[src/rtl/qdf_consts.svh]
`ifndef QDF_CONSTS_SVH
`define QDF_CONSTS_SVH

// ----------------------------------------------------------------------------
// Clock and timing
// ----------------------------------------------------------------------------
`define QDF_CLK_PS           4000
`define QDF_SCG_FILT_US      140
`define QDF_SCG_FILT_CYC     ((`QDF_SCG_FILT_US * 1000000 + `QDF_CLK_PS - 1) / `QDF_CLK_PS)
`define QDF_OL_FILT_US       140
`define QDF_OL_FILT_CYC      ((`QDF_OL_FILT_US * 1000000 + `QDF_CLK_PS - 1) / `QDF_CLK_PS)
`define QDF_SHORT_DELAY_NS   200
`define QDF_SHORT_DELAY_CYC  ((`QDF_SHORT_DELAY_NS * 1000 + `QDF_CLK_PS - 1) / `QDF_CLK_PS)
`define QDF_SEL_FILT_NS      20
`define QDF_SEL_FILT_CYC     ((`QDF_SEL_FILT_NS * 1000 + `QDF_CLK_PS - 1) / `QDF_CLK_PS)

// ----------------------------------------------------------------------------
// Register map
// ----------------------------------------------------------------------------
`define QDF_ADDR_W           8
`define QDF_CTRL_OFS         8'h00
`define QDF_STATUS_OFS       8'h04
`define QDF_FAULT_OFS        8'h08
`define QDF_CTRL_REC_EN_BIT  0
`define QDF_CTRL_FORCE_BIT   1
`define QDF_CTRL_RST         2'h1
`define QDF_STAT_HOLD_BIT    8
`define QDF_STAT_SEL_BIT     9
`define QDF_FAULT_ANY_BIT    8

// ----------------------------------------------------------------------------
// Serial frame and synchroniser reset values
// ----------------------------------------------------------------------------
`define QDF_FRAME_W          9
`define QDF_SYNC_W           25
`define QDF_SYNC_RST         25'h1E00004

`endif

[src/rtl/qdf_pkg.sv]
package qdf_pkg;

  // --------------------------------------------------------------------------
  // Types shared by the block and its bench.
  // --------------------------------------------------------------------------

  // Per-channel comparator levels from the analog front end, bit n is channel n.
  typedef struct packed {
    logic [3:0] overcurrent;  // Current above the short limit.
    logic [3:0] overtemp;     // Junction above the shutdown threshold.
    logic [3:0] low_current;  // Current below the open-load reference.
    logic [3:0] drain_low;    // Drain below the short-to-ground reference.
  } qdf_sense_t;

  // Two-bit fault code per channel; the numeric order is the priority.
  typedef enum logic [1:0] {
    FLT_NONE            = 2'h0,
    FLT_OPEN_LOAD       = 2'h1,
    FLT_SHORT_GROUND    = 2'h2,
    FLT_SHORT_BATTERY   = 2'h3
  } qdf_fault_t;

  // Serial engine states, Gray coded along idle, first bit, shifting.
  typedef enum logic [1:0] {
    SER_IDLE  = 2'h0,
    SER_FIRST = 2'h1,
    SER_SHIFT = 2'h3
  } qdf_ser_state_t;

endpackage

[src/rtl/qdf_top.sv]
// The register addresses and the APB register port were chosen for this implementation.
`timescale 1ns/1ps
`include "qdf_consts.svh"

module qdf_top #(
  parameter int unsigned SCG_FILT_CYC = `QDF_SCG_FILT_CYC, // Short-to-ground filter cycles.
  parameter int unsigned OL_FILT_CYC  = `QDF_OL_FILT_CYC   // Open-load filter cycles.
) (
  input  wire logic                    pclk,
  input  wire logic                    presetn,
  input  wire logic                    pclk_en,
  input  wire logic [`QDF_ADDR_W-1:0]  paddr,
  input  wire logic                    psel,
  input  wire logic                    penable,
  input  wire logic                    pwrite,
  input  wire logic [31:0]             pwdata,
  output logic      [31:0]             prdata,
  output logic                         pready,
  output logic                         pslverr,
  input  wire logic [3:0]              channel_on_n,
  input  wire qdf_pkg::qdf_sense_t     sense,
  input  wire logic                    supply_low,
  input  wire logic                    reset_in_n,
  input  wire logic                    serial_select_n,
  input  wire logic                    serial_clk,
  input  wire logic                    serial_din,
  output logic                         serial_dout,
  output logic                         serial_dout_oe,
  output logic      [3:0]              stage_on
);
  import qdf_pkg::*;

  // --------------------------------------------------------------------------
  // Constants derived from the timing figures
  // --------------------------------------------------------------------------

  // Last count value of each qualification counter.
  localparam logic [15:0] SCG_LIM = 16'(SCG_FILT_CYC - 1);
  localparam logic [15:0] OL_LIM  = 16'(OL_FILT_CYC - 1);
  localparam logic [7:0]  OC_LIM  = 8'(`QDF_SHORT_DELAY_CYC - 1);
  localparam logic [2:0]  SEL_LIM = 3'(`QDF_SEL_FILT_CYC);

  // --------------------------------------------------------------------------
  // Declarations
  // --------------------------------------------------------------------------

  logic [`QDF_SYNC_W-1:0] sync1_ff;      // First stage of every pin synchroniser.
  logic [`QDF_SYNC_W-1:0] sync2_ff;      // Second stage, the only one logic reads.
  logic [3:0]             on_cmd;        // Channel commanded on (input low).
  qdf_sense_t             sns;           // Synchronised comparator levels.
  logic                   rst_hold;      // Pin reset or undervoltage active.
  logic                   sel_sync;      // Synchronised select level.
  logic                   sck_sync;      // Synchronised serial clock level.
  logic                   din_sync;      // Synchronised serial data in.
  logic                   sck_d_ff;      // Serial clock one cycle back, for edges.
  logic                   sck_rise;      // Serial clock rising edge seen.
  logic                   sck_fall;      // Serial clock falling edge seen.
  logic [2:0]             sel_cnt_ff;    // Select glitch filter counter.
  logic                   sel_filt_ff;   // Filtered select level.
  logic                   sel_fall;      // Filtered select went active.
  logic                   sel_rise;      // Filtered select went inactive.
  qdf_ser_state_t         ser_ff;        // Serial engine state.
  qdf_ser_state_t         nxt_ser;       // Next serial engine state.
  logic [`QDF_FRAME_W-1:0] shift_ff;     // Diagnostic shift register.
  logic                   dout_ff;       // Serial data output level.
  logic                   dout_oe_ff;    // Serial data output enable.
  logic                   store_clr;     // Fault store clear pulse.
  logic [7:0]             store_ff;      // Fault byte, two bits per channel.
  logic                   any_fault;     // At least one code is stored.
  logic [1:0]             ctrl_ff;       // Control register.
  logic [3:0]             stage_ff;      // Power stage gate drive.
  logic [3:0]             latched_ff;    // Protective shutdown latch per channel.
  logic [3:0]             trip;          // Qualified overcurrent or overtemperature.
  logic [3:0]             scb_evt;       // Short-to-battery event.
  logic [3:0]             scg_evt;       // Short-to-ground event.
  logic [3:0]             ol_evt;        // Open-load event.
  logic [7:0]             oc_cnt_ff [4]; // Overcurrent persistence counters.
  logic [15:0]            scg_cnt_ff [4];// Short-to-ground filter counters.
  logic [15:0]            ol_cnt_ff [4]; // Open-load filter counters.
  logic [31:0]            prdata_ff;     // Read data register.
  logic                   pready_ff;     // Ready register.
  logic                   pslverr_ff;    // Error register.
  logic [31:0]            rd_word;       // Read data selected by address.
  logic                   addr_ok;       // Address hits a mapped register.

  // --------------------------------------------------------------------------
  // Pin synchronisers
  // --------------------------------------------------------------------------

  // All asynchronous pins pass two flops; idle values keep stages off and
  // the device in reset until the pins are seen.
  always_ff @(posedge pclk or negedge presetn) begin
    if (!presetn) begin
      sync1_ff <= `QDF_SYNC_RST;
      sync2_ff <= `QDF_SYNC_RST;
    end else if (pclk_en) begin
      sync1_ff <= {channel_on_n, sense, supply_low, reset_in_n,
                   serial_select_n, serial_clk, serial_din};
      sync2_ff <= sync1_ff;
    end
  end

  // Slices of the second synchroniser stage.
  assign on_cmd   = ~sync2_ff[24:21];
  assign sns      = qdf_sense_t'(sync2_ff[20:5]);
  assign rst_hold = sync2_ff[4] | ~sync2_ff[3];
  assign sel_sync = sync2_ff[2];
  assign sck_sync = sync2_ff[1];
  assign din_sync = sync2_ff[0];

  // --------------------------------------------------------------------------
  // Serial clock edges and select filter
  // --------------------------------------------------------------------------

  // Keeps the previous clock level so its edges can be found.
  always_ff @(posedge pclk or negedge presetn) begin
    if (!presetn) begin
      sck_d_ff <= 1'b0;
    end else if (pclk_en) begin
      sck_d_ff <= sck_sync;
    end
  end

  assign sck_rise = sck_sync & ~sck_d_ff;
  assign sck_fall = ~sck_sync & sck_d_ff;

  // The filtered select follows the pin only after it has differed for the
  // whole filter time, so a short spike never turns the output driver on.
  always_ff @(posedge pclk or negedge presetn) begin
    if (!presetn) begin
      sel_cnt_ff  <= 3'h0;
      sel_filt_ff <= 1'b1;
    end else if (pclk_en) begin
      if (sel_sync == sel_filt_ff) begin
        sel_cnt_ff <= 3'h0;
      end else if (sel_cnt_ff == SEL_LIM) begin
        sel_cnt_ff  <= 3'h0;
        sel_filt_ff <= sel_sync;
      end else begin
        sel_cnt_ff <= sel_cnt_ff + 3'h1;
      end
    end
  end

  // Filtered select edges, one cycle wide.
  assign sel_fall = sel_filt_ff & ~sel_sync & (sel_cnt_ff == SEL_LIM);
  assign sel_rise = ~sel_filt_ff & sel_sync & (sel_cnt_ff == SEL_LIM);

  // --------------------------------------------------------------------------
  // Serial engine
  // --------------------------------------------------------------------------

  // Next state: a frame opens on select active and closes on select
  // inactive; the first clock rise moves from the first bit to shifting.
  always_comb begin
    nxt_ser = ser_ff;
    case (ser_ff)
      SER_IDLE: begin
        if (sel_fall) begin
          nxt_ser = SER_FIRST;
        end
      end
      SER_FIRST: begin
        if (sel_rise) begin
          nxt_ser = SER_IDLE;
        end else if (sck_rise) begin
          nxt_ser = SER_SHIFT;
        end
      end
      SER_SHIFT: begin
        if (sel_rise) begin
          nxt_ser = SER_IDLE;
        end
      end
      default: begin
        nxt_ser = SER_IDLE;
      end
    endcase
  end

  // State register.
  always_ff @(posedge pclk or negedge presetn) begin
    if (!presetn) begin
      ser_ff <= SER_IDLE;
    end else if (pclk_en) begin
      ser_ff <= nxt_ser;
    end
  end

  // Clear pulse on the first rise, after the frame was already loaded.
  assign store_clr = (ser_ff == SER_FIRST) & sck_rise & ~sel_rise;

  assign any_fault = |store_ff;

  // Shift register: load on select active, shift out on rise, capture in on
  // fall. Captured bits pass through this register and reach the output from the ninth rise.
  always_ff @(posedge pclk or negedge presetn) begin
    if (!presetn) begin
      shift_ff <= '0;
    end else if (pclk_en) begin
      if (ser_ff == SER_IDLE) begin
        if (sel_fall) begin
          shift_ff <= {any_fault, store_ff};
        end
      end else if (sck_rise) begin
        shift_ff <= {shift_ff[`QDF_FRAME_W-2:0], 1'b0};
      end else if (sck_fall) begin
        shift_ff[0] <= din_sync;
      end
    end
  end

  // Output pin level and driver enable; released outside a frame.
  always_ff @(posedge pclk or negedge presetn) begin
    if (!presetn) begin
      dout_ff    <= 1'b0;
      dout_oe_ff <= 1'b0;
    end else if (pclk_en) begin
      dout_oe_ff <= (nxt_ser != SER_IDLE);
      if (nxt_ser == SER_IDLE) begin
        dout_ff <= 1'b0;
      end else if (ser_ff == SER_IDLE) begin
        dout_ff <= any_fault;
      end else if (sck_rise) begin
        dout_ff <= shift_ff[`QDF_FRAME_W-2];
      end
    end
  end

  // --------------------------------------------------------------------------
  // Per-channel protection and fault qualification
  // --------------------------------------------------------------------------

  for (genvar ch = 0; ch < 4; ch++) begin : g_ch

    // Overcurrent must persist for the short delay while the stage is on.
    always_ff @(posedge pclk or negedge presetn) begin
      if (!presetn) begin
        oc_cnt_ff[ch] <= 8'h0;
      end else if (pclk_en) begin
        if (!(sns.overcurrent[ch] && stage_ff[ch])) begin
          oc_cnt_ff[ch] <= 8'h0;
        end else if (oc_cnt_ff[ch] != OC_LIM) begin
          oc_cnt_ff[ch] <= oc_cnt_ff[ch] + 8'h1;
        end
      end
    end

    // Trip on qualified overcurrent or on this channel's overtemperature.
    assign trip[ch] = (sns.overcurrent[ch] & stage_ff[ch] & (oc_cnt_ff[ch] == OC_LIM))
                    | sns.overtemp[ch];
    assign scb_evt[ch] = trip[ch];

    // Open-load filter runs only while the stage is on; a shorter on-time
    // restarts it and records nothing.
    always_ff @(posedge pclk or negedge presetn) begin
      if (!presetn) begin
        ol_cnt_ff[ch] <= 16'h0;
      end else if (pclk_en) begin
        if (!(sns.low_current[ch] && stage_ff[ch])) begin
          ol_cnt_ff[ch] <= 16'h0;
        end else if (ol_cnt_ff[ch] != OL_LIM) begin
          ol_cnt_ff[ch] <= ol_cnt_ff[ch] + 16'h1;
        end
      end
    end

    assign ol_evt[ch] = sns.low_current[ch] & stage_ff[ch] & (ol_cnt_ff[ch] == OL_LIM);

    // Short-to-ground filter runs only while the channel is commanded off.
    always_ff @(posedge pclk or negedge presetn) begin
      if (!presetn) begin
        scg_cnt_ff[ch] <= 16'h0;
      end else if (pclk_en) begin
        if (!(sns.drain_low[ch] && !on_cmd[ch])) begin
          scg_cnt_ff[ch] <= 16'h0;
        end else if (scg_cnt_ff[ch] != SCG_LIM) begin
          scg_cnt_ff[ch] <= scg_cnt_ff[ch] + 16'h1;
        end
      end
    end

    assign scg_evt[ch] = sns.drain_low[ch] & ~on_cmd[ch] & (scg_cnt_ff[ch] == SCG_LIM);

    // Shutdown latch: set by a trip, cleared by pin reset or undervoltage, or while the input is off and no trip is present.
    always_ff @(posedge pclk or negedge presetn) begin
      if (!presetn) begin
        latched_ff[ch] <= 1'b0;
      end else if (pclk_en) begin
        if (rst_hold) begin
          latched_ff[ch] <= 1'b0;
        end else if (trip[ch]) begin
          latched_ff[ch] <= 1'b1;
        end else if (!on_cmd[ch]) begin
          latched_ff[ch] <= 1'b0;
        end
      end
    end

    // Gate drive follows the input unless tripped, latched, reset or forced off.
    always_ff @(posedge pclk or negedge presetn) begin
      if (!presetn) begin
        stage_ff[ch] <= 1'b0;
      end else if (pclk_en) begin
        stage_ff[ch] <= on_cmd[ch] & ~latched_ff[ch] & ~trip[ch] & ~rst_hold
                      & ~ctrl_ff[`QDF_CTRL_FORCE_BIT];
      end
    end

    // Fault code keeps the highest priority seen since the last clear; an
    // event in the clear cycle survives the clear.
    always_ff @(posedge pclk or negedge presetn) begin
      if (!presetn) begin
        store_ff[2*ch+1:2*ch] <= FLT_NONE;
      end else if (pclk_en) begin
        if (rst_hold) begin
          store_ff[2*ch+1:2*ch] <= FLT_NONE;
        end else begin
          logic [1:0] evt;
          evt = FLT_NONE;
          if (ctrl_ff[`QDF_CTRL_REC_EN_BIT]) begin
            if (scb_evt[ch]) begin
              evt = FLT_SHORT_BATTERY;
            end else if (scg_evt[ch]) begin
              evt = FLT_SHORT_GROUND;
            end else if (ol_evt[ch]) begin
              evt = FLT_OPEN_LOAD;
            end
          end
          if (store_clr) begin
            store_ff[2*ch+1:2*ch] <= evt;
          end else if (evt > store_ff[2*ch+1:2*ch]) begin
            store_ff[2*ch+1:2*ch] <= evt;
          end
        end
      end
    end
  end

  // --------------------------------------------------------------------------
  // APB slave
  // --------------------------------------------------------------------------

  // Read multiplexer; unmapped addresses read zero with an error.
  always_comb begin
    rd_word = 32'h0;
    addr_ok = 1'b1;
    case (paddr)
      `QDF_CTRL_OFS: begin
        rd_word[1:0] = ctrl_ff;
      end
      `QDF_STATUS_OFS: begin
        rd_word[3:0]                 = stage_ff;
        rd_word[7:4]                 = latched_ff;
        rd_word[`QDF_STAT_HOLD_BIT] = rst_hold;
        rd_word[`QDF_STAT_SEL_BIT]  = (ser_ff != SER_IDLE);
      end
      `QDF_FAULT_OFS: begin
        rd_word[7:0]                 = store_ff;
        rd_word[`QDF_FAULT_ANY_BIT] = any_fault;
      end
      default: begin
        addr_ok = 1'b0;
      end
    endcase
  end

  // Answer one cycle into the access phase; data and error are captured in
  // the setup cycle so every bus output comes from a flop.
  always_ff @(posedge pclk or negedge presetn) begin
    if (!presetn) begin
      pready_ff  <= 1'b0;
      prdata_ff  <= 32'h0;
      pslverr_ff <= 1'b0;
    end else if (pclk_en) begin
      pready_ff  <= psel & ~penable;
      if (psel && !penable) begin
        prdata_ff  <= pwrite ? 32'h0 : rd_word;
        pslverr_ff <= ~addr_ok;
      end else begin
        prdata_ff  <= 32'h0;
        pslverr_ff <= 1'b0;
      end
    end
  end

  // Control register takes a write at the completing edge.
  always_ff @(posedge pclk or negedge presetn) begin
    if (!presetn) begin
      ctrl_ff <= `QDF_CTRL_RST;
    end else if (pclk_en) begin
      if (psel && penable && pready_ff && pwrite && (paddr == `QDF_CTRL_OFS)) begin
        ctrl_ff <= pwdata[1:0];
      end
    end
  end

  // --------------------------------------------------------------------------
  // Outputs
  // --------------------------------------------------------------------------

  assign prdata         = prdata_ff;
  assign pready         = pready_ff;
  assign pslverr        = pslverr_ff;
  assign serial_dout    = dout_ff;
  assign serial_dout_oe = dout_oe_ff;
  assign stage_on       = stage_ff;

endmodule

[config.mk]
export PLATFORM = sky130hd
export DESIGN_NAME = qdf_top
export DESIGN_NICKNAME = d
export VERILOG_FILES = /design/src/rtl/qdf_pkg.sv /design/src/rtl/qdf_top.sv
export VERILOG_INCLUDE_DIRS = /design/src /design/src/rtl
export SDC_FILE = /design/constraint.sdc
export NUM_CORES = 1
export LEC_CHECK = 0
export BUFFER_PORTS_ARGS = -buffer_cell sky130_fd_sc_hd__buf_4
export CORE_MARGIN = 5
export CORE_UTILIZATION = 60
export CTS_BUF_LIST = sky130_fd_sc_hd__clkbuf_4 sky130_fd_sc_hd__clkbuf_8
export CTS_CLUSTER_SIZE = 25
export DETAILED_ROUTE_END_ITERATION = 8
export PLACE_DENSITY = 0.9
export SYNTH_ARGS = -nofsm -noshare
export SYNTH_HDL_FRONTEND = slang
export SYNTH_SLANG_ARGS = --single-unit
[constraint.sdc]
create_clock -name pclk -period 3.2 [get_ports pclk]
set_input_delay 0.48 -clock pclk [delete_from_list [all_inputs] [get_ports pclk]]
set_output_delay 0.48 -clock pclk [all_outputs]
set_load 0.05 [all_outputs]
# ---- Word level (Yosys, flattened, before mapping)
# Index checks and enable logic that the tools add are counted.
dict set report op_classes {
  div_mod_pow 0
  n_addsub 13
  magnitude_cmp 4
  mul 0
  reduce_logical 61
  eq_ne 47
  muxes 94
  shifts 0
  bitwise_logic 78
}
# op count
set ops {}
lappend ops {{$mux W16} 16}
lappend ops {{$add A16 B1 Y16 const B} 8}
lappend ops {{$eq A16 B16 Y1 const B} 8}
lappend ops {{$ne A16 B16 Y1 const B} 8}
lappend ops {{$mux W8} 10}
lappend ops {{$mux W2} 36}
lappend ops {{$and A1 B1 Y1} 49}
lappend ops {{$reduce_and A2 Y1} 22}
lappend ops {{$add A8 B1 Y8 const B} 4}
lappend ops {{$eq A8 B6 Y1 const B} 4}
lappend ops {{$ne A8 B6 Y1 const B} 4}
lappend ops {{$mux W1} 24}
lappend ops {{$ne A2 B1 Y1 const B} 12}
lappend ops {{$not A1 Y1} 23}
lappend ops {{$mux W10} 2}
lappend ops {{$reduce_bool A3 Y1} 6}
lappend ops {{$logic_and A1 B1 Y1} 17}
lappend ops {{$pmux W7 S2} 1}
lappend ops {{$ne A3 B1 Y1 const B} 4}
lappend ops {{$pmux W2 S3} 2}
lappend ops {{$reduce_and A3 Y1} 3}
lappend ops {{$eq A8 B3 Y1 const B} 1}
lappend ops {{$eq A8 B4 Y1 const B} 1}
lappend ops {{$gt A2 B2 Y1} 4}
lappend ops {{16 further kinds} 28}
dict set report word_totals {
  mem_bits_rw 0
  mem_count 0
  latch_bits 0
  mem_bits_ro 0
  reg_bits 279
}

# ---- Logic depth before layout (Yosys ltp)
dict set report logic_depth {
  word_depth 13
  mapped_depth 13
  mapped_depth_nobuf 13
}

# ---- Worst setup path after synthesis
# Ideal clock, no wire load.
dict set report synth_path {
  kind {register to register}
  from {register stage_ff[1] (netlist: stage_on[1])}
  to {register store_ff[3]}
  setup_slack_ns 0.588
  arrival_ns 2.487
  stages_incl_launch_ff 9
  period_less_slack_ns 2.612
  path_cell_list {dfrtp_1 -> nand2_1 -> nor4_4 -> a21boi_1 -> nand2b_1 -> ha_1 -> nand2_1 -> a31o_2 -> mux2_2}
}
dict set report synth_between {
  elab_chain_cells 11
}
# item line
set synth_lines {}
lappend synth_lines {{start: declaration} qdf_top.sv:71} ;# logic [3:0] stage_ff;
lappend synth_lines {{start signal: indexed assignment} qdf_top.sv:305} ;# stage_ff[ch] <= on_cmd[ch] & ~latched_ff[ch] & ~trip[ch] & ~rst_hold
lappend synth_lines {{$and A1 B1 Y1 (2 in a row)} qdf_top.sv:268} ;# assign ol_evt[ch] = sns.low_current[ch] & stage_ff[ch] & (ol_cnt_ff[ch] == OL_LIM);
lappend synth_lines {{$mux W1} qdf_top.sv:326} ;# end else if (ol_evt[ch]) begin
lappend synth_lines {{$mux W2} qdf_top.sv:324} ;# end else if (scg_evt[ch]) begin
lappend synth_lines {{$mux W2 *} qdf_top.sv:322} ;# if (scb_evt[ch]) begin
lappend synth_lines {{$mux W2 *} qdf_top.sv:321} ;# if (ctrl_ff[`QDF_CTRL_REC_EN_BIT]) begin
lappend synth_lines {{$mux W2 *} qdf_top.sv:316} ;# if (rst_hold) begin
lappend synth_lines {{$mux W2 *} qdf_top.sv:315} ;# end else if (pclk_en) begin
lappend synth_lines {{$gt A2 B2 Y1} qdf_top.sv:332} ;# end else if (evt > store_ff[2*ch+1:2*ch]) begin
lappend synth_lines {{$reduce_bool A3 Y1 (no line)} -}
lappend synth_lines {{$reduce_and A2 Y1 (no line)} -}
lappend synth_lines {{end signal: indexed assignment} qdf_top.sv:331} ;# store_ff[2*ch+1:2*ch] <= evt;
lappend synth_lines {{end signal: indexed assignment} qdf_top.sv:333} ;# store_ff[2*ch+1:2*ch] <= evt;
lappend synth_lines {{end: declaration} qdf_top.sv:68} ;# logic [7:0] store_ff;
# Every way passes the cells marked *; elsewhere a longest branch is shown, timed or not. The select of a mux whose other input is x is not followed.
# A chain may end at the register's enable or synchronous reset.

# ---- Worst setup path in the final report
dict set report layout_path {
  from {register ol_cnt_ff[19] (netlist bit)}
  to {register store_ff[4]}
}
dict set report layout_between {
  elab_chain_cells 11
}
# item line
set layout_lines {}
lappend layout_lines {{start: declaration} qdf_top.sv:79} ;# logic [15:0] ol_cnt_ff [4];
lappend layout_lines {{start signal: indexed assignment} qdf_top.sv:263} ;# ol_cnt_ff[ch] <= ol_cnt_ff[ch] + 16'h1;
lappend layout_lines {{$eq A16 B16 Y1 *} qdf_top.sv:268}
lappend layout_lines {{$and A1 B1 Y1 *} qdf_top.sv:268}
lappend layout_lines {{$mux W1 *} qdf_top.sv:326}
lappend layout_lines {{$mux W2 *} qdf_top.sv:324}
lappend layout_lines {{$mux W2 *} qdf_top.sv:322}
lappend layout_lines {{$mux W2 *} qdf_top.sv:321}
lappend layout_lines {{$mux W2 *} qdf_top.sv:316}
lappend layout_lines {{$mux W2 *} qdf_top.sv:315}
lappend layout_lines {{$gt A2 B2 Y1 / $mux W2 (equally long branches)} qdf_top.sv:332}
lappend layout_lines {{$reduce_bool A3 Y1 (no line) / $mux W2 (equally long branches)} -}
lappend layout_lines {{$reduce_and A2 Y1 (no line) / $mux W2 (equally long branches)} -}
# Marks and branches as above.

==> key figures <==
Timing
  – RSZ-0062 raised after global routing: no
  – F_max: 352 MHz
  – Tcrit/Tclk final: 88.8%
  – Slew headroom: between 30% and 40%
  – Final Worst Setup Slack: roughly 360 ps
  – Actual slew at the worst max-slew pin: between 900 and 1000 ps
  – Final min period: between 2000 and 3000 ps
  – Endpoints failing setup: 0
  – Final hold vios: 0
  – Fin Setup TNS: 0 ps
  – Pins Over Slew Limit: 0
  – Layout Skew: 23.4 ps

Detailed routing
  – Routed WL: ~30 mm
  – Initial DRC count: 811
  – Via count: roughly 11000
  – Max Used Layer: met4
  – Routed WL per cell: about 17 um
  – Via density: around 6.2
  – Met3 WL: 1.85 mm
  – Met2 routed WL: roughly 15 mm
  – Met1 wire length: roughly 12 mm
  – 1st-pass router iterations: 6
  – Routed Antenna Nets: 0
  – Drt drc: 0

Power
  – Power per cell area: approximately 520 nW/um^2
  – Clk network pwr share: between 40% and 50%
  – VDD IR max: around 0.00051 V
  – Switch share: 26.7%
  – P_int: between 5 and 6 mW
  – P_sw: ~2.1 mW
  – Sequential share of power: roughly 47%
  – Logic gate share of total power: ~11%
  – Leakage power: 6.54 nW

Clock network
  – CTS root buf: clkbuf_8
  – Clock Pin Slew Worst Setup and Hold Paths: about 70 ps
  – H-tree depth: 2
  – Clk sink count: 257
  – Worst-case clock buffer depth: 3
  – CTS tree: yes
  – Clock latency on the worst-skew pair: 560 ps
  – Postcts setup bufs: 0
  – CTS Hold Bufs: 1
  – Inserted Clock Buffers: 43
  – Post-CTS Resized: 0

Die
  – Die area: 24900 um^2
  – Core Region: about 22000 um^2
  – Die width: roughly 160 um
  – Starting Density: between 60% and 70%
  – Top Ports: roughly 110
  – Site row count: between 50 and 60
  – Die Y: ~160 um

Min path
  – Hold depth: 2
  – HP Class: in2reg

Worst setup path
  – Crit Path Category: reg2reg
  – Critical path depth: 10
  – Worst-path cell chain: nor4b_1, nand4_1, nor4_2, a21bo_2, nand2_1, ha_1, nand2_1, a31oi_1, nor2_1, a22o_1
  – Buf/Inv on CP: 0
  – Crit-path leading delay family: simple AND/OR/NAND/NOR gates
  – Startpoint Class: register
  – CP most frequent cell: nand2_1
  – Max stage delay on crit path: approximately 500 ps
  – FF-to-FF setup slack: about 360 ps
  – Critical path peak fanout: 7
  – Crit end category: register
  – Slowest stage cell, crit path: nor4_2
  – Reg2Reg Depth: 10
  – CP arrival: 3270 ps
  – Worst path required time: ~3600 ps

Logic synthesis
  – Post-synth top area share: 46.8%
  – Mapped cell area: between 10000 and 15000 um^2
  – Synth Instances: 1313
  – Syn avg cell area: around 10 um^2
  – Largest area contributor in the netlist: dfrtp_1
  – Seq/Total Area, Yosys: about half
  – Top_reg_cell synth: dfrtp_1
  – Top post-synthesis cells by area: dfrtp_1 47%, mux2_2 5.0%, nand2_1 3.7%
  – Synth cell types: 72
  – Ys async rst share: 100%
  – Number of synthesized flops with an enable pin: 0
  – Seq cells post-synth: 257
  – Synth Warn #: 0

Global route
  – Global-route wire length before repair: ~50 mm
  – Initial antenna violation count: 0
  – Gr ovfl total: 0
  – GRT Util Overall: around a quarter
  – Largest net degree at the start of global routing: approximately 100
  – Vias in the first global route: 10542

Placed design
  – Setup WS pre-CTS: about 420 ps
  – DP Wirelength: roughly 20 mm
  – IO buf count: 58
  – Gp weighted congestion: approximately 0.90

Flow run
  – Max_cap viols: 0

Final layout
  – ANT cells: 0
  – Layout area overhead: 12.9%
  – Share of cells above drive strength 1: between 15 and 20%
  – # nets final: 1491

Status
  – Status: complete, no violations
[final timing paths]
check | startpoint | end
setup / recovery | ol_cnt_ff[19] | store_ff[4]
setup reg to reg | ol_cnt_ff[19] | store_ff[4]
hold / removal | penable | pready
min in group asynchronous | presetn | scg_cnt_ff[33]
hold reg to reg | scg_cnt_ff[31] | scg_cnt_ff[31]
max in group asynchronous | presetn | sync1_ff[21]
[Yosys cell counts (all sizes together), types with 12 or more instances]
master and n:
nand2b 13, and3 23, o21ai 90, dfrtp 245, or3 17, a21oi 43, nor4 26, dfstp 12
a31oi 14, mux2i 12, nor2 129, o31ai 30, xnor2 30, nand2 130, buf 42, nand3 68
clkbuf 22, nor3 26, and4 13, nand4 37, a22o 27, a21o 16, ha 27, xor2 40
and2 12, inv 27, mux2 59
[through the flow]
| stage | area (um^2) | util (%) | hold WS [ps] | total power, mW | instances |
|---|---|---|---|---|---|
| final | 14800 | 68.2 | 138 | 7.76 | 1705 |
| after CTS | 14800 | 68.2 | 117 | 7.81 | 1705 |
| after global routing | 14800 | 68.2 | 123 | 8.09 | 1705 |
| after global placement | 13800 | 63.6 | 460 | 4.52 | 1627 |
| after floorplan | 13200 | - | 184 | 4.27 | 1334 |
| after detailed placement | 13800 | 63.6 | 460 | 4.58 | 1627 |
[layout make-up]
class | instances | area, um^2
Clock buffer | 65 | 863
Clock inverter | 12 | 118
Fill cell | 1521 | 6890
Inverter | 27 | 101
Multi-Input combinational cell | 986 | 6280
Sequential cell | 257 | 6450
Tap cell | 280 | 350
Timing Repair Buffer | 78 | 637
[metal layers]
| layer | up-vias | track usage (%) |
|---|---|---|
| li1 | 4907 | - |
| met1 | 5201 | 31.2 |
| met2 | 409 | 41.1 |
| met3 | 85 | 4.40 |
| met4 | 0 | 9.50 |
| met5 | - | 0 |
[power by group through the flow]
stage | Sequential, mW | Combinational (mW) | Clock, mW
floorplan | 3.70 | 0.568 | 0
global placement | 3.70 | 0.818 | 0
detailed placement | 3.72 | 0.860 | 0
CTS | 3.67 | 0.872 | 3.27
global route | 3.70 | 0.961 | 3.43
finish | 3.68 | 0.870 | 3.21
[logic make-up after synthesis]
group	synth area share [%]
multiplexers	5.99
buffers and inverters	3.47
adder cells (fa/ha/maj)	2.58
AO/OA/AOI/OAI	13.1
XOR/XNOR	4.68
AND/OR/NAND/NOR	21.0
flip-flops	49.2
other	0.0286
[worst reg2reg max path, stage by stage, from the launching register on]
cell and delay [ps]:
dfrtp_1 460, nor4b_1 320, nand4_1 210, nor4_2 500, a21bo_2 230, nand2_1 70
ha_1 310, nand2_1 50, a31oi_1 270, nor2_1 110, a22o_1 190
[layout by cell type, fill, tap and decap left out, types with 14 or more instances in the layout]
cell,Yosys,layout
a22o_1,27,27
a21o_1,16,16
nor4_1,22,22
nor2_1,129,129
and3_1,21,21
xnor2_1,30,30
clkbuf_8,0,60
o31ai_1,30,30
mux2_2,58,58
nand4_1,37,37
conb_1,1,22
o21ai_0,90,90
nor3_1,26,26
ha_1,27,27
a31oi_1,14,14
a21oi_1,43,43
or3_1,17,17
nand3_1,68,68
buf_4,25,72
inv_1,26,26
xor2_1,40,40
dfrtp_1,245,245
nand2_1,130,130
[flip-flops by register name, indices dropped and copies added (netlist names)]
signal,count
ol_cnt_ff,64
scg_cnt_ff,64
oc_cnt_ff,32
sync1_ff,25
sync2_ff,25
prdata,10
shift_ff,8
store_ff,8
latched_ff,4
stage_on,4
sel_cnt_ff,3
ctrl_ff,2
ser_ff,2
pready,1
pslverr,1
sck_d_ff,1
sel_filt_ff,1
serial_dout,1
serial_dout_oe,1
No activity file was read; power rests on OpenSTA's default activity.
